**config.mk**
```make
export PLATFORM = sky130hd
export DESIGN_NAME = mcd_core
export DESIGN_NICKNAME = d
export VERILOG_FILES = /design/src/hdl/mcd_pkg.sv /design/src/hdl/mcd_core.sv /design/src/hdl/mcd_stack.sv
export SDC_FILE = /design/constraint.sdc
export NUM_CORES = 1
export LEC_CHECK = 0
export BUFFER_PORTS_ARGS = -buffer_cell sky130_fd_sc_hd__buf_4
export CAP_MARGIN = 15
export CORE_ASPECT_RATIO = 1.1
export CORE_UTILIZATION = 28
export CTS_BUF_LIST = sky130_fd_sc_hd__clkbuf_4
export DETAILED_ROUTE_END_ITERATION = 12
export GPL_TIMING_DRIVEN = 0
export PLACE_DENSITY = 0.41
export SETUP_SLACK_MARGIN = 0.05
export SLEW_MARGIN = 20
export SYNTH_ARGS = -nofsm -noshare
export SYNTH_HDL_FRONTEND = slang
export SYNTH_SLANG_ARGS = --single-unit
```
**constraint.sdc**
```tcl
create_clock -name core_clk -period 8.2 [get_ports core_clk]
set_clock_uncertainty 0.05 [all_clocks]
set_input_delay 1.64 -clock core_clk [delete_from_list [all_inputs] [get_ports core_clk]]
set_output_delay 1.64 -clock core_clk [all_outputs]
set_load 0.01 [all_outputs]
```
**src/hdl/mcd_pkg.sv**
```systemverilog
// Purpose: shared constants and types for the move-core control block
// Assumes: one 200 MHz core clock, one instruction word per cycle
// Notes:   module codes, index codes and address windows used by core and stack
package mcd_pkg;

    // instruction word fields and prefix extension field
    localparam int          FMT_BIT      = 15;
    localparam int          SRC_MOD_LSB  = 0;
    localparam int          SRC_IDX_LSB  = 4;
    localparam int          DST_MOD_LSB  = 8;
    localparam int          DST_IDX_LSB  = 12;
    localparam int          PFX_EXT_LSB  = 0;

    // module specifiers
    localparam logic [3:0]  MOD_CTL      = 4'h8;
    localparam logic [3:0]  MOD_ACC      = 4'h9;
    localparam logic [3:0]  MOD_ALU      = 4'ha;
    localparam logic [3:0]  MOD_PFX      = 4'hb;
    localparam logic [3:0]  MOD_IP       = 4'hc;
    localparam logic [3:0]  MOD_STK      = 4'hd;
    localparam logic [3:0]  MOD_DPC      = 4'he;
    localparam logic [3:0]  MOD_DP       = 4'hf;

    // register indices inside those modules
    localparam logic [4:0]  IDX_IE       = 5'h05;
    localparam logic [4:0]  IDX_ACC      = 5'h00;
    localparam logic [4:0]  IDX_ADDC     = 5'h00;
    localparam logic [4:0]  IDX_OR       = 5'h01;
    localparam logic [4:0]  IDX_AND      = 5'h02;
    localparam logic [4:0]  IDX_XOR      = 5'h03;
    localparam logic [4:0]  IDX_PFX      = 5'h00;
    localparam logic [4:0]  IDX_IP       = 5'h00;
    localparam logic [4:0]  IDX_CALL     = 5'h01;
    localparam logic [4:0]  IDX_STACK    = 5'h00;
    localparam logic [4:0]  IDX_SP       = 5'h01;
    localparam logic [4:0]  IDX_POP_AND_RESTORE_INTERRUPTS     = 5'h03;
    localparam logic [4:0]  IDX_DPCTL    = 5'h04;
    localparam logic [4:0]  IDX_MEM      = 5'h00;
    localparam logic [4:0]  IDX_DP0      = 5'h03;
    localparam logic [4:0]  IDX_DP1      = 5'h07;

    // data pointer control bits and interrupt enable bit
    localparam int          DPC_SEL_BIT  = 0;
    localparam int          DPC_STEP_BIT = 1;
    localparam int          DPC_DEC_BIT  = 2;
    localparam int          IE_BIT       = 0;

    // program space
    localparam logic [15:0] EE_PC_BASE   = 16'h0000;
    localparam logic [15:0] EE_WORDS     = 16'h2000;
    localparam logic [15:0] ROM_PC_BASE  = 16'h8000;
    localparam logic [15:0] ROM_WORDS    = 16'h0800;
    localparam logic [15:0] SRAM_PC_BASE = 16'ha000;
    localparam logic [15:0] SRAM_WORDS   = 16'h0200;
    localparam logic [15:0] PC_RESET     = 16'h8000;

    // data space windows
    localparam logic [15:0] D_SRAM_BASE  = 16'h0000;
    localparam logic [15:0] D_EE_BASE    = 16'h4000;
    localparam logic [15:0] D_ROM_BASE   = 16'h8000;

    // stack
    localparam int          STK_DEPTH    = 16;
    localparam logic [3:0]  SP_RESET     = 4'hf;
    localparam logic [3:0]  SP_STEP      = 4'h1;

    // password key length
    localparam logic [3:0]  PW_LAST      = 4'hf;

    // data select one-hot positions
    localparam int          SEL_SRAM     = 0;
    localparam int          SEL_EE       = 1;
    localparam int          SEL_ROM      = 2;

    typedef enum logic [1:0] {
        SEG_EE   = 2'b00,
        SEG_SRAM = 2'b01,
        SEG_ROM  = 2'b10
    } mcd_seg_t;

    typedef enum logic [0:0] {
        PW_LOCKED = 1'b0,
        PW_OPEN   = 1'b1
    } mcd_pw_t;

endpackage : mcd_pkg

```
**src/hdl/mcd_core.sv**
```systemverilog
// Purpose: decode and control of a single-cycle transfer-triggered core
// Assumes: instruction word for pc arrives in the same cycle it is fetched
// Notes:   external source modules decode the source field from instr themselves
// What this block does
// [RULE1] Fetch and execute one instruction per cycle
// [RULE2] Every instruction is one sixteen-bit move
// [RULE3] Top bit chooses how source field is read
// [RULE4] Low byte is immediate or source register
// [RULE5] Source nibbles give module and register index
// [RULE6] Bits eight to fourteen pick destination register
// [RULE7] Upper destination indices need a prefix write first
// [RULE8] Certain register transfers trigger side effects
// [RULE9] Arithmetic, logic and jumps are register moves
// [RULE10] Data pointers step after each access optionally
// [RULE11] Sixteen-entry stack for calls, interrupts, push, pop
// [RULE12] Reset loads stack pointer with fifteen
// [RULE13] Push: increment pointer, then write entry
// [RULE14] Pop: read entry, then decrement pointer
// [RULE15] EEPROM execution maps SRAM and ROM as data
// [RULE16] SRAM execution maps EEPROM and ROM as data
// [RULE17] ROM execution maps EEPROM and SRAM as data
// [RULE18] Executing segment never reachable as data
// [RULE19] Program EEPROM 8K words, data SRAM 512
// [RULE20] Utility ROM 2K words starting at 8000h
// [RULE21] After reset fetching starts in utility ROM
// [RULE22] Programming and debug locked until password matches
// [RULE23] Stack pointer four bits, wraps silently
// [RULE24] Prefix value lasts only one instruction
`timescale 1ns/100ps
`default_nettype none
module mcd_core
    import mcd_pkg::*;
(
    input  wire logic        core_clk,      // 200 MHz core clock
    input  wire logic        rst_n,         // async reset, active low
    input  wire logic [15:0] instr,         // instruction word at pc
    input  wire logic        instr_valid,   // instruction word present
    input  wire logic [15:0] ext_src_data,  // value of an external source register
    input  wire logic [15:0] data_rdata,    // data word at data_addr
    input  wire logic        int_req,       // pending interrupt, level
    input  wire logic [15:0] int_vector,    // interrupt service address
    input  wire logic        pw_lock_en,    // password lock enabled
    input  wire logic        key_valid,     // key word strobe from debug port
    input  wire logic [15:0] key_word,      // key word offered
    input  wire logic [15:0] pw_ref_word,   // stored key word at pw_index
    input  wire logic        key_relock,    // drop granted access
    output logic      [15:0] pc,            // program fetch address
    output logic      [1:0]  exec_seg,      // segment being executed from
    output logic      [3:0]  stack_pointer, // stack pointer
    output logic      [15:0] acc,           // accumulator
    output logic             carry,         // carry flag
    output logic             int_en,        // interrupt global enable
    output logic             int_ack,       // vectoring cycle, pulse
    output logic             prefix_active, // prefix applies to next word
    output logic      [15:0] data_addr,     // data read address
    output logic      [2:0]  data_sel,      // data read memory select
    output logic             data_wr,       // data write strobe, pulse
    output logic      [15:0] data_wr_addr,  // data write address
    output logic      [2:0]  data_wr_sel,   // data write memory select
    output logic      [15:0] data_wdata,    // data write value
    output logic             data_fault,    // access to unmapped data, pulse
    output logic             ext_wr,        // external register write, pulse
    output logic      [3:0]  ext_wr_mod,    // external destination module
    output logic      [4:0]  ext_wr_idx,    // external destination index
    output logic      [15:0] ext_wr_data,   // external write value
    output logic      [3:0]  pw_index,      // key word position expected
    output logic             util_access    // programming and debug allowed
);
    logic        rst_ff1;
    logic        rst_sync_n;
    logic [15:0] prefix_register;
    logic [15:0] dp0;
    logic [15:0] dp1;
    logic [2:0]  dp_ctrl;
    mcd_pw_t     pw_state;
    wire  [15:0] stk_top;
    wire  [3:0]  stk_sp;

    function automatic logic hit(input logic [3:0] m, input logic [4:0] i,
                                 input logic [3:0] cm, input logic [4:0] ci);
        return (m == cm) && (i == ci);
    endfunction

    function automatic logic in_win(input logic [15:0] a, input logic [15:0] base,
                                    input logic [15:0] words);
        return (a >= base) && (a < (base + words));
    endfunction

    // data windows open only for segments not executing
    function automatic logic [2:0] map_sel(input logic [15:0] a, input mcd_seg_t s);
        logic [2:0] r;
        r = 3'h0;
        r[SEL_SRAM] = in_win(a, D_SRAM_BASE, SRAM_WORDS) && (s != SEG_SRAM);
        r[SEL_EE]   = in_win(a, D_EE_BASE, EE_WORDS) && (s != SEG_EE);
        r[SEL_ROM]  = in_win(a, D_ROM_BASE, ROM_WORDS) && (s != SEG_ROM);
        return r;
    endfunction

    always_ff @(posedge core_clk or negedge rst_n) begin
        if (!rst_n) begin
            rst_ff1    <= 1'b0;
            rst_sync_n <= 1'b0;
        end else begin
            rst_ff1    <= 1'b1;
            rst_sync_n <= rst_ff1;
        end
    end

    // instruction fields
    wire        fmt_reg  = instr[FMT_BIT]; // [RULE3]

    // source field
    wire [7:0]  src_byte = instr[7:0]; // [RULE4]
    wire [3:0]  src_mod  = instr[SRC_MOD_LSB +: 4]; // [RULE5]
    wire [4:0]  src_idx  = {1'b0, instr[SRC_IDX_LSB +: 4]}; // [RULE5]

    // destination field
    wire [3:0]  dst_mod  = instr[DST_MOD_LSB +: 4]; // [RULE6]
    wire [1:0]  dst_ext  = prefix_active ? prefix_register[PFX_EXT_LSB +: 2] : 2'b00;
    wire [4:0]  dst_idx  = {dst_ext, instr[DST_IDX_LSB +: 3]}; // [RULE7]

    // vectoring replaces the fetched word, never splits a prefix pair
    wire take_int = instr_valid && int_req && int_en && !prefix_active;
    wire exec     = instr_valid && !take_int; // [RULE1]

    // source decode
    wire s_acc  = fmt_reg && hit(src_mod, src_idx, MOD_ACC, IDX_ACC);
    wire s_pfx  = fmt_reg && hit(src_mod, src_idx, MOD_PFX, IDX_PFX);
    wire s_ip   = fmt_reg && hit(src_mod, src_idx, MOD_IP, IDX_IP);
    wire s_sp   = fmt_reg && hit(src_mod, src_idx, MOD_STK, IDX_SP);
    wire s_pop  = fmt_reg && hit(src_mod, src_idx, MOD_STK, IDX_STACK);
    wire s_pop_and_restore_interrupts = fmt_reg && hit(src_mod, src_idx, MOD_STK, IDX_POP_AND_RESTORE_INTERRUPTS);

    wire s_dp0  = fmt_reg && hit(src_mod, src_idx, MOD_DP, IDX_DP0);
    wire s_dp1  = fmt_reg && hit(src_mod, src_idx, MOD_DP, IDX_DP1);
    wire s_dpc  = fmt_reg && hit(src_mod, src_idx, MOD_DPC, IDX_DPCTL);
    wire s_mem  = fmt_reg && hit(src_mod, src_idx, MOD_DP, IDX_MEM);

    wire [15:0] src_val =
        !fmt_reg        ? {8'h00, src_byte} : // [RULE4]
        s_acc           ? acc :
        s_pfx           ? prefix_register :
        s_ip            ? pc :
        s_sp            ? {12'h000, stk_sp} :
        (s_pop|s_pop_and_restore_interrupts)  ? stk_top :
        s_dp0           ? dp0 :
        s_dp1           ? dp1 :
        s_dpc           ? {13'h0000, dp_ctrl} :
        s_mem           ? data_rdata :
                          ext_src_data; // [RULE5]

    // destination decode, every write location with a side effect
    wire d_acc  = hit(dst_mod, dst_idx, MOD_ACC, IDX_ACC);
    wire d_addc = hit(dst_mod, dst_idx, MOD_ALU, IDX_ADDC);
    wire d_or   = hit(dst_mod, dst_idx, MOD_ALU, IDX_OR);
    wire d_and  = hit(dst_mod, dst_idx, MOD_ALU, IDX_AND);
    wire d_xor  = hit(dst_mod, dst_idx, MOD_ALU, IDX_XOR);
    wire d_pfx  = hit(dst_mod, dst_idx, MOD_PFX, IDX_PFX);
    wire d_ip   = hit(dst_mod, dst_idx, MOD_IP, IDX_IP);
    wire d_call = hit(dst_mod, dst_idx, MOD_IP, IDX_CALL);
    wire d_push = hit(dst_mod, dst_idx, MOD_STK, IDX_STACK);
    wire d_dp0  = hit(dst_mod, dst_idx, MOD_DP, IDX_DP0);
    wire d_dp1  = hit(dst_mod, dst_idx, MOD_DP, IDX_DP1);
    wire d_dpc  = hit(dst_mod, dst_idx, MOD_DPC, IDX_DPCTL);
    wire d_mem  = hit(dst_mod, dst_idx, MOD_DP, IDX_MEM);
    wire d_ie   = hit(dst_mod, dst_idx, MOD_CTL, IDX_IE);

    wire d_alu  = d_addc | d_or | d_and | d_xor;
    wire d_own  = d_acc | d_alu | d_pfx | d_ip | d_call | d_push | d_dp0 | d_dp1
                | d_dpc | d_mem | d_ie;

    // accumulator operations as moves into the operator locations
    wire [16:0] sum     = {1'b0, acc} + {1'b0, src_val} + {16'h0000, carry};

    wire [15:0] alu_res = d_addc ? sum[15:0] :
                          d_or   ? (acc | src_val) :
                          d_and  ? (acc & src_val) :
                                   (acc ^ src_val); // [RULE9]

    wire [15:0] next_acc   = (exec && d_acc) ? src_val :
                             (exec && d_alu) ? alu_res : acc; // [RULE8]

    wire        next_carry = (exec && d_addc) ? sum[16] : carry; // [RULE9]

    // program flow: jump, call, return all via the ip locations
    wire [15:0] pc_seq  = pc + 16'h0001;

    wire [15:0] next_pc = take_int               ? int_vector :
                          !instr_valid           ? pc :
                          (d_ip || d_call)       ? src_val : pc_seq; // [RULE9]

    wire        stk_push  = take_int || (exec && (d_push || d_call)); // [RULE11]

    wire        stk_pop   = exec && (s_pop || s_pop_and_restore_interrupts); // [RULE14]
    wire [15:0] stk_wdata = take_int ? pc : d_call ? pc_seq : src_val; // [RULE13]

    wire        next_int_en = take_int            ? 1'b0 :
                              (exec && s_pop_and_restore_interrupts)    ? 1'b1 :
                              (exec && d_ie)      ? src_val[IE_BIT] : int_en;

    // prefix lives for exactly one following instruction
    wire        next_pfx_live = exec ? d_pfx : prefix_active; // [RULE24]

    wire [15:0] next_pfx      = (exec && d_pfx) ? src_val :
                                exec            ? 16'h0000 : prefix_register; // [RULE24]

    // data pointers with optional post step
    wire        dp_use1  = dp_ctrl[DPC_SEL_BIT];
    wire [15:0] act_dp   = dp_use1 ? dp1 : dp0;
    wire        mem_acc  = exec && (s_mem || d_mem);
    wire        do_step  = mem_acc && dp_ctrl[DPC_STEP_BIT];
    wire [15:0] stepped  = dp_ctrl[DPC_DEC_BIT] ? (act_dp - 16'h0001) : (act_dp + 16'h0001);

    wire [15:0] next_dp0 = (exec && d_dp0)       ? src_val :
                           (do_step && !dp_use1) ? stepped : dp0; // [RULE10]

    wire [15:0] next_dp1 = (exec && d_dp1)       ? src_val :
                           (do_step && dp_use1)  ? stepped : dp1; // [RULE10]

    wire [2:0]  next_dpc = (exec && d_dpc) ? src_val[2:0] : dp_ctrl;
    wire [15:0] next_addr = next_dpc[DPC_SEL_BIT] ? next_dp1 : next_dp0;

    // which segment the next fetch comes from
    wire rom_pc  = in_win(next_pc, ROM_PC_BASE, ROM_WORDS); // [RULE20]

    wire sram_pc = in_win(next_pc, SRAM_PC_BASE, SRAM_WORDS); // [RULE19]

    wire [1:0] next_seg = rom_pc  ? SEG_ROM :
                          sram_pc ? SEG_SRAM : SEG_EE;
    wire [2:0] next_sel = map_sel(next_addr, mcd_seg_t'(next_seg));           // [RULE18]

    // password sequence
    wire key_ok    = key_valid && (key_word == pw_ref_word);
    wire key_done  = key_ok && (pw_index == PW_LAST);
    wire next_open = (pw_state == PW_OPEN) ? !key_relock : key_done;          // [RULE22]

    mcd_stack u_stack (
        .core_clk   (core_clk),
        .rst_sync_n (rst_sync_n),
        .push       (stk_push),
        .pop        (stk_pop),
        .wdata      (stk_wdata),
        .rdata      (stk_top),
        .sp         (stk_sp)
    );

    always_ff @(posedge core_clk or negedge rst_sync_n) begin
        if (!rst_sync_n) begin

            pc            <= PC_RESET; // [RULE21]
            exec_seg      <= SEG_ROM; // [RULE21]

            acc           <= 16'h0000;
            carry         <= 1'b0;
            int_en        <= 1'b0;
            int_ack       <= 1'b0;
            prefix_active <= 1'b0;
            prefix_register <= 16'h0000;
        end else begin

            pc            <= next_pc; // [RULE1]

            exec_seg      <= next_seg;
            acc           <= next_acc;
            carry         <= next_carry;
            int_en        <= next_int_en;
            int_ack       <= take_int;
            prefix_active <= next_pfx_live; // [RULE7]

            prefix_register <= next_pfx;
        end
    end

    // the stack's own pointer register drives the port directly
    assign stack_pointer = stk_sp; // [RULE12]

    always_ff @(posedge core_clk or negedge rst_sync_n) begin
        if (!rst_sync_n) begin
            dp0       <= 16'h0000;
            dp1       <= 16'h0000;
            dp_ctrl   <= 3'h0;
            data_addr <= 16'h0000;
            data_sel  <= 3'h0;
        end else begin
            dp0       <= next_dp0;
            dp1       <= next_dp1;
            dp_ctrl   <= next_dpc;

            data_addr <= next_addr;
            data_sel  <= next_sel; // [RULE15]
        end
    end

    // data-space writes go through the active pointer's current mapping
    always_ff @(posedge core_clk or negedge rst_sync_n) begin
        if (!rst_sync_n) begin
            data_wr      <= 1'b0;
            data_wr_addr <= 16'h0000;
            data_wr_sel  <= 3'h0;
            data_wdata   <= 16'h0000;
            data_fault   <= 1'b0;
        end else begin
            data_wr      <= exec && d_mem && (data_sel != 3'h0); // [RULE16]

            data_wr_addr <= act_dp;

            data_wr_sel  <= data_sel; // [RULE17]
            data_wdata   <= src_val;

            data_fault   <= mem_acc && (data_sel == 3'h0); // [RULE18]
        end
    end

    // moves into registers outside the core
    always_ff @(posedge core_clk or negedge rst_sync_n) begin
        if (!rst_sync_n) begin
            ext_wr      <= 1'b0;
            ext_wr_mod  <= 4'h0;
            ext_wr_idx  <= 5'h00;
            ext_wr_data <= 16'h0000;
        end else begin
            ext_wr      <= exec && !d_own; // [RULE2]

            ext_wr_mod  <= dst_mod; // [RULE6]
            ext_wr_idx  <= dst_idx; // [RULE7]

            ext_wr_data <= src_val;
        end
    end

    always_ff @(posedge core_clk or negedge rst_sync_n) begin
        if (!rst_sync_n) begin
            pw_state    <= PW_LOCKED;
            pw_index    <= 4'h0;
            util_access <= 1'b0;
        end else begin
            pw_state    <= next_open ? PW_OPEN : PW_LOCKED; // [RULE22]

            pw_index    <= (!key_valid || next_open) ? (next_open ? 4'h0 : pw_index) :
                           key_ok ? pw_index + 4'h1 : 4'h0;
            util_access <= !pw_lock_en || next_open; // [RULE22]
        end
    end
endmodule : mcd_core
`default_nettype wire

```
**src/hdl/mcd_stack.sv**
```systemverilog
// Purpose: sixteen-entry hardware stack with its own pointer
// Assumes: push and pop are single-cycle strobes from the core
// Notes:   pointer wraps silently; push and pop together replace the top entry
`timescale 1ns/100ps
`default_nettype none
module mcd_stack
    import mcd_pkg::*;
(
    input  wire logic        core_clk,    // core clock
    input  wire logic        rst_sync_n,  // synchronised reset, active low
    input  wire logic        push,        // write a new entry
    input  wire logic        pop,         // drop the top entry
    input  wire logic [15:0] wdata,       // value to push
    output wire logic [15:0] rdata,       // entry at the pointer
    output logic      [3:0]  sp           // stack pointer
);
    logic [15:0] mem [STK_DEPTH];
    logic [3:0]  sp_inc;
    logic [3:0]  wr_slot;

    assign sp_inc  = sp + SP_STEP;
    assign wr_slot = (push && !pop) ? sp_inc : sp; // [RULE13]
    assign rdata   = mem[sp]; // [RULE14]

    always_ff @(posedge core_clk or negedge rst_sync_n) begin
        if (!rst_sync_n) begin
            sp <= SP_RESET; // [RULE12]
        end else if (push && !pop) begin
            sp <= sp_inc; // [RULE23]
        end else if (pop && !push) begin
            sp <= sp - SP_STEP; // [RULE23]
        end
    end

    always_ff @(posedge core_clk) begin
        if (push) begin
            mem[wr_slot] <= wdata; // [RULE11]
        end
    end
endmodule : mcd_stack
`default_nettype wire

```
; ---- Yosys cells after proc, flatten, opt, wreduce, memory -nomap -nowiden
; Memory sizes are Yosys's and may differ from the RTL's.
; Index checks and enable logic that the tools add are counted.
[totals]
regBits = 167
ram_bits = 256
in_bits = 103
out_inout_bits = 129
wordCells = 233
n_memories = 1
[op_classes]
n_addsub = 8
order_cmp = 10
n_eq_ne = 29
muxes = 46
bitwise_logic = 17
reduce_logical = 94
[mem_list]
columns = name, depth, width, rd, rd_clocked_by_memory_dff, write_ports, line
row1 = u_stack.mem, 16, 16, 1, 0, 1, mcd_stack.sv:17  ; logic [15:0] mem [STK_DEPTH];
[ops]
columns = op, n
row1 = two-way mux 16 bit, 29
row2 = logical AND 1 bit, 69
row3 = == test 4 bit (second input constant), 15
row4 = greater-or-equal comparator 16 bit (second input constant), 3
row5 = less-than comparator 16 bit (second input constant), 3
row6 = adder 16 x 1 -> 16 bit (second input constant), 2
row7 = two-way mux 4 bit, 6
row8 = adder 16 x 16 -> 17 bit, 1
row9 = adder 17 x 1 -> 17 bit, 1
row10 = bitwise AND 16 bit, 1
row11 = == test 16 bit, 1
row12 = greater-or-equal comparator 16 x 1 -> 1 bit (second input constant), 1
row13 = greater-or-equal comparator 16 x 15 -> 1 bit (second input constant), 1
row14 = less-than comparator 16 x 10 -> 1 bit (second input constant), 1
row15 = less-than comparator 16 x 15 -> 1 bit (second input constant), 1
row16 = OR 16 bit, 1
row17 = subtractor 16 x 1 -> 16 bit (second input constant), 1
row18 = XOR 16 bit, 1
row19 = == test 5 x 3 -> 1 bit (second input constant), 3
row20 = OR 1 bit, 14
row21 = == test 5 x 2 -> 1 bit (second input constant), 2
row22 = zero test 5 bit, 2
row23 = zero test 1 bit, 9
row24 = two-way mux 1 bit, 9
row25 = other kinds (13), 27

; ---- Longest topological paths before layout
; Gate-level depths: netlist of run 1.
[logic_depth]
ltp_word = 22
ltp_mapped = 23
ltp_nobuf = 20

; ---- Cells and area by module
; From an unflattened synthesis of run 1, not the netlist that was laid out.
[hier_totals]
hier_cells = 1880
area_unflattened_um2 = 21991.1
[modules_own_cells]
columns = module, instances, cells_each, area_per_inst_um2
row1 = mcd_core, 1, 1417, 11922.7
row2 = mcd_stack, 1, 463, 10068.4

; ---- Worst setup path before layout of run 1
; No wires, ideal clock.
[synth_path]
path_type = input to register
start = input port instr[6]
end = register acc[15]
arrival_ns = 6.156
required_ns = 8.018
path_slack_ns = 1.862
cell_stages = 22
cell_sequence = or4b_4 -> or3_1 -> clkbuf_1 -> buf_4 -> mux2i_1 -> o221a_2 -> o31a_1 -> o21ai_0 -> o211ai_1 -> o221ai_1 -> inv_1 -> ha_1 -> a21o_1 -> a21o_1 -> a2111oi_0 -> nor3_1 -> nor3_1 -> o41ai_1 -> a31oi_1 -> xnor2_1 -> o221ai_1 -> o21ai_0
[synth_lines]
columns = item, line
row1 = "start, declared", mcd_core.sv:36  ; input wire logic [15:0] instr,
row2 = zero test 5 bit, mcd_core.sv:81  ; return (m == cm) && (i == ci);
row3 = logical AND 1 bit, mcd_core.sv:81
row4 = logical AND 1 bit, mcd_core.sv:137  ; wire s_mem = fmt_reg && hit(src_mod, src_idx, MOD_DP, IDX_MEM);
row5 = two-way mux 16 bit, mcd_core.sv:149  ; s_mem ? data_rdata :
row6 = two-way mux 16 bit, mcd_core.sv:148  ; s_dpc ? {13'h0000, dp_ctrl} :
row7 = two-way mux 16 bit, mcd_core.sv:147  ; s_dp1 ? dp1 :
row8 = two-way mux 16 bit, mcd_core.sv:146  ; s_dp0 ? dp0 :
row9 = two-way mux 16 bit, mcd_core.sv:145  ; (s_pop|s_pop_and_restore_interrupts) ? stk_top :
row10 = [3 not listed], n/a
row11 = two-way mux 16 bit (*), mcd_core.sv:141  ; s_acc ? acc :
row12 = two-way mux 16 bit (*), mcd_core.sv:140  ; !fmt_reg ? {8'h00, src_byte} :
row13 = net src_val[1], mcd_core.sv:139  ; wire [15:0] src_val =
row14 = adder 16 x 16 -> 17 bit (*), mcd_core.sv:173  ; wire [16:0] sum = {1'b0, acc} + {1'b0, src_val} + {16'h0000, carry};
row15 = adder 17 x 1 -> 17 bit (*), mcd_core.sv:173
row16 = two-way mux 16 bit (*), mcd_core.sv:175  ; wire [15:0] alu_res = d_addc ? sum[15:0] :
row17 = two-way mux 16 bit (*), mcd_core.sv:181  ; (exec && d_alu) ? alu_res : acc;
row18 = two-way mux 16 bit (*), mcd_core.sv:180  ; wire [15:0] next_acc = (exec && d_acc) ? src_val :
row19 = "end signal, assigned", mcd_core.sv:264  ; acc <= next_acc;
row20 = "end, declared", mcd_core.sv:50  ; output logic [15:0] acc,
; Mark *: on every way through the listed nets, which the timed path passes. The rest lies on a longest branch. The select of a mux whose other input is x is not followed.
; A chain may end at the register's enable or synchronous reset.

; ---- Worst setup path after layout of run 1
[layout_path]
start = input port instr[1]
end = register acc[15]
[layout_lines]
columns = item, line
row1 = == test 4 bit, mcd_core.sv:81
row2 = logical AND 1 bit, mcd_core.sv:81
row3 = logical AND 1 bit, mcd_core.sv:137
row4 = two-way mux 16 bit, mcd_core.sv:149
row5 = two-way mux 16 bit, mcd_core.sv:148
row6 = two-way mux 16 bit, mcd_core.sv:147
row7 = two-way mux 16 bit, mcd_core.sv:146
row8 = two-way mux 16 bit, mcd_core.sv:145
row9 = [3 not listed], n/a
row10 = two-way mux 16 bit, mcd_core.sv:141
row11 = two-way mux 16 bit (*), mcd_core.sv:140
row12 = net src_val[1], mcd_core.sv:139
row13 = adder 16 x 16 -> 17 bit (*), mcd_core.sv:173
row14 = adder 17 x 1 -> 17 bit (*), mcd_core.sv:173
row15 = two-way mux 16 bit (*), mcd_core.sv:175
row16 = two-way mux 16 bit (*), mcd_core.sv:181
row17 = two-way mux 16 bit (*), mcd_core.sv:180
; Marks and branches as above.

==> metrics.md, run 1 <==
| Metric | Value |
|---|---|
| Worst path most repeated cell | `nor3_1` |
| First-pass GRT wire length | `119 mm` |
| Largest net degree at the start of global routing | `51` |
| Max IR drop VDD | `101 uV` |
| Post-Synthesis Net Count | `1922` |
| Routed WL per cell | `25.2 um` |
| CTS sink cnt | `423` |
| Combinational Power Share | `31.4%` |
| Post-CTS Setup Inserts | `0` |
| Reg2Reg Depth | `22` |
| H-tree depth | `3` |
| Slowest-stage cell, CP | `a2111oi_0` |
| Remaining antenna violation count | `0` |
| Power Density | `252 nW/um^2` |
| Final setup viols | `0` |
| Initial core utilization | `28.5%` |
| CTS max path bufs | `3` |
| Post-synthesis sequential area ratio | `55.5%` |
| Routed wire length | `81.7 mm` |
| Reg-to-Reg Start | `u_stack.sp[1]` |
| Worst setup EP type | `register` |
| Share of layout cells above drive strength 1 | `29.1%` |
| Worst Max-Slew Pin Slew | `1.25 ns` |
| I/O Pins | `232` |
| Hold Buf Count CTS | `0` |
| Die Wd | `266 um` |
| Post-CTS Resized | `0` |
| Synth Instances | `1764` |
| Fill cells | `7532` |
| EDFF count, synth | `256` |
| Flop-to-flop setup slack | `0.99 ns` |
| Inserted Clock Buffers | `117` |
| Fin crit share | `91.5%` |
| TNS Setup | `0 ns` |
| Reg2reg end | `acc[15]` |
| Async SR Flop Fraction | `39.5%` |
| Predominant post-synthesis flop cell | `edfxtp_1` |
| Maximum clock frequency | `133 MHz` |
| Number of DRC markers in iteration 0 | `1418` |
| Final hold vios | `0` |
| Slew Viols, Final | `0` |
| Clk root buf | `clkbuf_4` |
| Worst path cell trace | `buf_4 > or3_1 > buf_2 > nor3_1 > or2_0 > clkbuf_1 > clkbuf_1 > nand2_1 > o31a_1 > o21ai_0 > o211ai_1 > o221ai_2 > inv_1 > ha_1 > a21o_1 > a21o_1 > a2111oi_0 > nor3_1 > nor3_1 > o41ai_1 > a31oi_1 > xnor2_1 > o221ai_1 > o21ai_0` |
| Vias per inst | `5.16` |
| Min cycle time layout | `7.51 ns` |
| Internal power | `0.00436 W` |
| DRT Pass-1 Iters | `8` |
| Worst Hold Class | `reg -> async` |
| Status | `completed` |
| Area delta synth->final | `23.9%` |
| #FFs+latches synth | `423` |
| Core ar. | `75100 um^2` |
| Startpoint type of the worst setup path | `input port` |
| Overflow after GRT | `0` |
| Clk Latency, worst-skew pair | `0.93 ns` |
| Flop pwr share | `39.0%` |
| Final nets | `2295` |
| RSZ-0062 raised after global routing | `false` |
| Switch share | `34.9%` |
| DP HPWL | `60.3 mm` |
| GRT Total Usage | `21.0%` |
| Max cap viols | `0` |
| Die height | `292 um` |
| Rel. slew slack | `14.6%` |
| Lkg Pwr | `10.5 nW` |
| Critical Path AT | `8.19 ns` |
| Synth cell types | `88` |
| Critical Path RT | `8.89 ns` |
| GPL Wtd Cong | `0.922` |
| Ys Warns | `0` |
| DRC Markers | `0` |
| Peak fanout along the critical path | `10` |
| Avg Cell Area, Syn | `12.1 um^2` |
| Max stage delay on crit path | `0.72 ns` |
| Row Count | `105` |
| Mapped cell area | `21400 um^2` |
| Initial antenna violation count | `3` |
| Clk pwr share | `29.6%` |
| CTS tree | `built` |
| Clock slew at reported path FFs | `0.07 ns` |
| Via Count | `16800` |
| Switching component of the power | `0.00233 W` |
| WS Path Type | `in -> reg` |
| Final Util | `35.3%` |
| Die ar. | `77600 um^2` |
| Vias in the first global route | `17000` |
| IO Port Bufs | `231` |
==> through the flow <==
stage	total power, W	hold slack [ns]	area [um^2]	std cells	setup slack, ns
6_report	0.00669	0.273	26500	3245	0.693
3_3_place_gp	0.00471	0.289	24400	3011	-0.367
5_1_grt	0.00705	0.328	26500	3244	0.573
2_1_floorplan	0.00386	0.281	21400	1764	1.86
4_1_cts	0.00679	0.304	26500	3241	0.941
3_5_place_dp	0.00476	0.293	25000	3034	-0.0157
==> worst max-delay path, delay by kind of cell <==
kind,cells,cell delay [ns]
simple gates,6,1.69
compound gates,11,2.60
xor+xnor,1,0.11
buf+inv,5,1.79
fa+ha+maj,1,0.37
==> layout make-up <==
cell class	count	area, um^2	share of cell area (%)
Sequential cell	423	11900	44.8
Multi-Input combinational cell	1161	8950	33.7
Timing Repair Buffer	254	2140	8.07
Clock buffer	175	1310	4.95
Tap cell	1016	1270	4.79
Buffer	116	526	1.98
Inverter	64	243	0.915
Clock inverter	32	196	0.740
Antenna cell	4	10.0	0.0377
==> sequential cells by signal, summed over array words and instances, names as in the netlist, 5 cells and up <==
signal / cells
dp1: 16
ext_wr_idx: 5
u_stack.mem: 256
data_wr_addr: 16
dp0: 16
ext_wr_data: 16
pc: 16
prefix_register: 16
acc: 16
data_addr: 16
==> worst max path at each step <==
stage	cells after the start	from	end	slack, ns
after floorplan	22	instr[6]	acc[15]	1.86
after global placement	24	instr[1]	acc[15]	-0.37
after detailed placement	24	instr[1]	acc[15]	-0.02
after CTS	24	instr[1]	acc[15]	0.94
after global routing	24	instr[1]	acc[15]	0.57
final	24	instr[1]	acc[15]	0.69
==> cell families after synthesis <==
group                      count (synthesis)  share of synthesized area, %
AOI/OAI and AO/OA                        450                          13.8
and+or+nand+nor                          450                          10.0
DFF                                      423                          55.5
buffers and inverters                    180                          3.58
muxes                                    156                          11.8
adders and majority gates                 55                          3.32
xor gates and xnor gates                  49                          2.00
other                                      1                        0.0175
==> power by group through the flow <==
| stage | logic (W) | registers [W] | clock network [W] |
|---|---|---|---|
| 2_1_floorplan | 0.00122 | 0.00264 | 0 |
| 3_3_place_gp | 0.00204 | 0.00267 | 0 |
| 3_5_place_dp | 0.00211 | 0.00266 | 0 |
| 4_1_cts | 0.00212 | 0.00261 | 0.00206 |
| 5_1_grt | 0.00226 | 0.00263 | 0.00215 |
| 6_report | 0.00210 | 0.00261 | 0.00198 |
==> cell usage in the layout (no fill, tap or decap), types with 8 or more instances in the layout <==
cell,n
buf_4,257
edfxtp_1,256
clkbuf_4,175
dfrtp_1,160
nand2_1,150
o21ai_0,112
a21oi_1,96
nor2_1,91
clkbuf_1,78
mux4_2,72
inv_1,62
ha_1,52
mux2_2,44
nand3_1,44
nor3_1,40
mux2i_1,40
xnor2_1,30
a22oi_1,27
a211oi_1,26
o211ai_1,23
clkinv_1,21
xor2_1,19
or3_1,16
o21a_1,16
nor2_4,16
o221ai_1,15
and3_1,15
nand4_1,15
a21o_1,15
o31ai_1,12
a31oi_1,11
buf_2,10
nor4_1,10
o22ai_1,9
buf_16,9
buf_1,8
nor2b_1,8
a21oi_2,8
==> cell usage after synthesis (19+ instances only) <==
cell type,number,area [um^2]
nor3_1,41,205
mux2_2,44,495
a21oi_1,103,515
ha_1,52,651
edfxtp_1,256,7690
mux2i_1,40,400
xor2_1,19,166
o211ai_1,23,173
nand3_1,44,220
a211oi_1,27,203
clkbuf_1,79,297
nand2_1,150,563
o21ai_0,119,596
dfrtp_1,161,4030
nor2_1,107,402
mux4_2,72,1620
xnor2_1,30,263
a22oi_1,27,203
inv_1,62,233
==> metal layers <==
metal / part of all wire, % / track usage, %
met5: 0 / 0
met4: 3.3 / 7.95
met3: 5.2 / 3.36
met2: 49 / 35.3
met1: 43 / 27.0
Power figures use the tool's default switching activity.
==> inputs of run 2 (changes only) <==
==> constraint.sdc (replaced) <==
create_clock -name core_clk -period 8.2 [get_ports core_clk]
set_clock_uncertainty 0.05 [all_clocks]
set_input_delay 1.23 -clock core_clk [delete_from_list [all_inputs] [get_ports core_clk]]
set_output_delay 1.23 -clock core_clk [all_outputs]
set_load 0.01 [all_outputs]
==> metrics.md, run 2 (same netlist as run 1, synthesis figures left out) <==
| Metric | Value |
|---|---|
| Maximum clock frequency | `139 MHz (was 133 MHz)` |
| Reg-to-Reg Start | `u_stack.sp[1] (unchanged)` |
| Final setup viols | `0 (unchanged)` |
| WS Path Type | `reg -> reg (was in -> reg)` |
| Max stage delay on crit path | `0.73 ns (was 0.72 ns)` |
| DP HPWL | `60.3 mm (unchanged)` |
| Initial core utilization | `28.5% (unchanged)` |
| Slew Viols, Final | `0 (unchanged)` |
| DRC Markers | `0 (unchanged)` |
| Flop-to-flop setup slack | `1.0 ns (was 0.99 ns)` |
| Worst path most repeated cell | `clkbuf_1 (was nor3_1)` |
| Final nets | `2296 (was 2295)` |
| Slowest-stage cell, CP | `clkbuf_1 (was a2111oi_0)` |
| Max FFs per register | `256 (unchanged)` |
| TNS Setup | `0 ns (unchanged)` |
| GPL Wtd Cong | `0.922 (unchanged)` |
| Most flop-heavy register | `u_stack.mem (unchanged)` |
| Share of layout cells above drive strength 1 | `29.1% (about the same)` |
| Worst setup EP type | `register (unchanged)` |
| Reg2reg end | `acc[15] (unchanged)` |
| Max IR drop VDD | `99.9 uV (was 101 uV)` |
| Max cap viols | `0 (unchanged)` |
| Row Count | `105 (unchanged)` |
| Final std cells w/o fill | `3246 (was 3245)` |
| Core ar. | `75100 um^2 (unchanged)` |
| Worst Hold Class | `reg -> async (unchanged)` |
| I/O Pins | `232 (unchanged)` |
| Post-CTS Resized | `0 (unchanged)` |
| Final hold vios | `0 (unchanged)` |
| Inserted Clock Buffers | `117 (unchanged)` |
| Clock slew at reported path FFs | `0.07 ns (about the same)` |
| Number of DRC markers in iteration 0 | `1433 (was 1418)` |
| IO Port Bufs | `231 (unchanged)` |
| Die ar. | `77600 um^2 (unchanged)` |
| Most frequent cells in the layout | `buf_4 (257), edfxtp_1 (256), clkbuf_4 (175) (unchanged)` |
| CTS tree | `built (unchanged)` |
| Reg2Reg Depth | `22 (unchanged)` |
| Remaining antenna violation count | `0 (unchanged)` |
| Power Density | `252 nW/um^2 (about the same)` |
| H-tree depth | `3 (unchanged)` |
| Overflow after GRT | `0 (unchanged)` |
| Initial antenna violation count | `3 (unchanged)` |
| GRT met1 Usage | `27.0% (unchanged)` |
| GRT met2 Usage | `35.3% (unchanged)` |
| RSZ-0062 raised after global routing | `false (unchanged)` |
| Peak fanout along the critical path | `10 (unchanged)` |
| Routed WL per cell | `25.2 um (about the same)` |
| Critical Path RT | `8.88 ns (was 8.89 ns)` |
| CTS max path bufs | `3 (unchanged)` |
| Most Crowded Layer GR | `met2 (unchanged)` |
| Die height | `292 um (unchanged)` |
| First-pass GRT wire length | `119 mm (unchanged)` |
| M3 GR Usage | `3.36% (unchanged)` |
| CTS sink cnt | `423 (unchanged)` |
| Vias per inst | `5.18 (was 5.16)` |
| Crit path from | `u_stack.sp[1] (was instr[1])` |
| Clk Latency, worst-skew pair | `0.93 ns (about the same)` |
| Worst path cell trace | `clkbuf_1 > clkbuf_1 > clkbuf_1 > mux4_2 > mux4_2 > nand2_1 > o31a_1 > o21ai_0 > o211ai_1 > o221ai_2 > inv_1 > ha_1 > a21o_1 > a21o_1 > a2111oi_0 > nor3_1 > nor3_1 > o41ai_1 > a31oi_1 > xnor2_1 > o221ai_1 > o21ai_0 (was buf_4 > or3_1 > buf_2 > nor3_1 > or2_0 > clkbuf_1 > clkbuf_1 > nand2_1 > o31a_1 > o21ai_0 > o211ai_1 > o221ai_2 > inv_1 > ha_1 > a21o_1 > a21o_1 > a2111oi_0 > nor3_1 > nor3_1 > o41ai_1 > a31oi_1 > xnor2_1 > o221ai_1 > o21ai_0)` |
| Routed wire length | `81.8 mm (was 81.7 mm)` |
| DRT Pass-1 Iters | `6 (was 8)` |
| Critical Path AT | `7.89 ns (was 8.19 ns)` |
| Fin crit share | `87.9% (was 91.5%)` |
| GRT Total Usage | `21.0% (unchanged)` |
| Lkg Pwr | `10.5 nW (about the same)` |
| Die Wd | `266 um (unchanged)` |
| Final total power | `0.00669 W (about the same)` |
| Via Count | `16800 (about the same)` |
| Area delta synth->final | `24.0% (was 23.9%)` |
| Clk root buf | `clkbuf_4 (unchanged)` |
| Rel. slew slack | `22.6% (was 14.6%)` |
| Status | `completed (unchanged)` |
| Worst Max-Slew Pin Slew | `1.16 ns (was 1.25 ns)` |
| Crit path capture | `acc[15] (unchanged)` |
| Largest net degree at the start of global routing | `51 (unchanged)` |
| Min cycle time layout | `7.20 ns (was 7.51 ns)` |
| Most common cell after layout, fill and taps aside | `buf_4 (unchanged)` |
| Vias in the first global route | `17000 (unchanged)` |
| Placed cells | `3034 (unchanged)` |
| Startpoint type of the worst setup path | `register (was input port)` |
==> run 2: worst max-delay path: cells and delay by family, from the launching register on <==
family / cells / cell delay, ns
buffers and inverters: 4 / 1.90
flip-flops: 1 / 0.55
AND/OR/NAND/NOR: 3 / 0.64
adder cells (fa/ha/maj): 1 / 0.29
AO/OA/AOI/OAI: 11 / 2.55
multiplexers: 2 / 0.97
XOR/XNOR: 1 / 0.11
==> run 2: timing repair <==
action | in CTS | in global routing
hold buffers | 1 | 0
hold endpoints to repair | 2 | 0
buffers inserted | 0 | 0
==> run 2: where the power goes <==
part / switching, W / internal [W] / leakage [nW]
Sequential: 0.000176 / 0.00244 / 4.46
Clock: 0.000946 / 0.00103 / 0.902
Combinational: 0.00121 / 0.000888 / 5.15
==> run 2: how the worst min path moves through the flow <==
stage                from               end  slack [ns]
6_report       rst_sync_n  data_wr_addr[11]        0.27
5_1_grt        rst_sync_n  data_wr_addr[15]        0.33
4_1_cts        rst_sync_n  data_wr_addr[11]        0.30
3_5_place_dp      rst_ff1        rst_sync_n        0.29
3_3_place_gp      rst_ff1        rst_sync_n        0.29
2_1_floorplan     rst_ff1        rst_sync_n        0.28
==> run 2: area by class of cell <==
| type | count | area (um^2) |
|---|---|---|
| fillers | 7531 | 48600 |
| diodes | 4 | 10.0 |
| clock buffers | 175 | 1310 |
| repair buffers | 255 | 2150 |
| multi-input cells | 1161 | 8950 |
| well taps | 1016 | 1270 |
| inverters | 64 | 243 |
| plain buffers | 116 | 526 |
| clock inverters | 32 | 196 |
| flip-flops and latches | 423 | 11900 |
==> run 2: stage by stage <==
step           instance area, um^2  setup slack, ns  util (%)  hold WS, ns
2_1_floorplan                21400             2.27         -        0.281
3_3_place_gp                 24400           0.0427      32.5        0.289
3_5_place_dp                 25000            0.394      33.3        0.293
4_1_cts                      26500            0.960      35.3        0.304
5_1_grt                      26500            0.746      35.3        0.328
6_report                     26500            0.995      35.3        0.272
==> run 2: per-layer routing <==
layer / wire (um) / vias up
met5: 0 / -
met2: 39800 / 632
li1: - / 7548
met4: 2700 / 0
met1: 35000 / 8480
met3: 4300 / 149
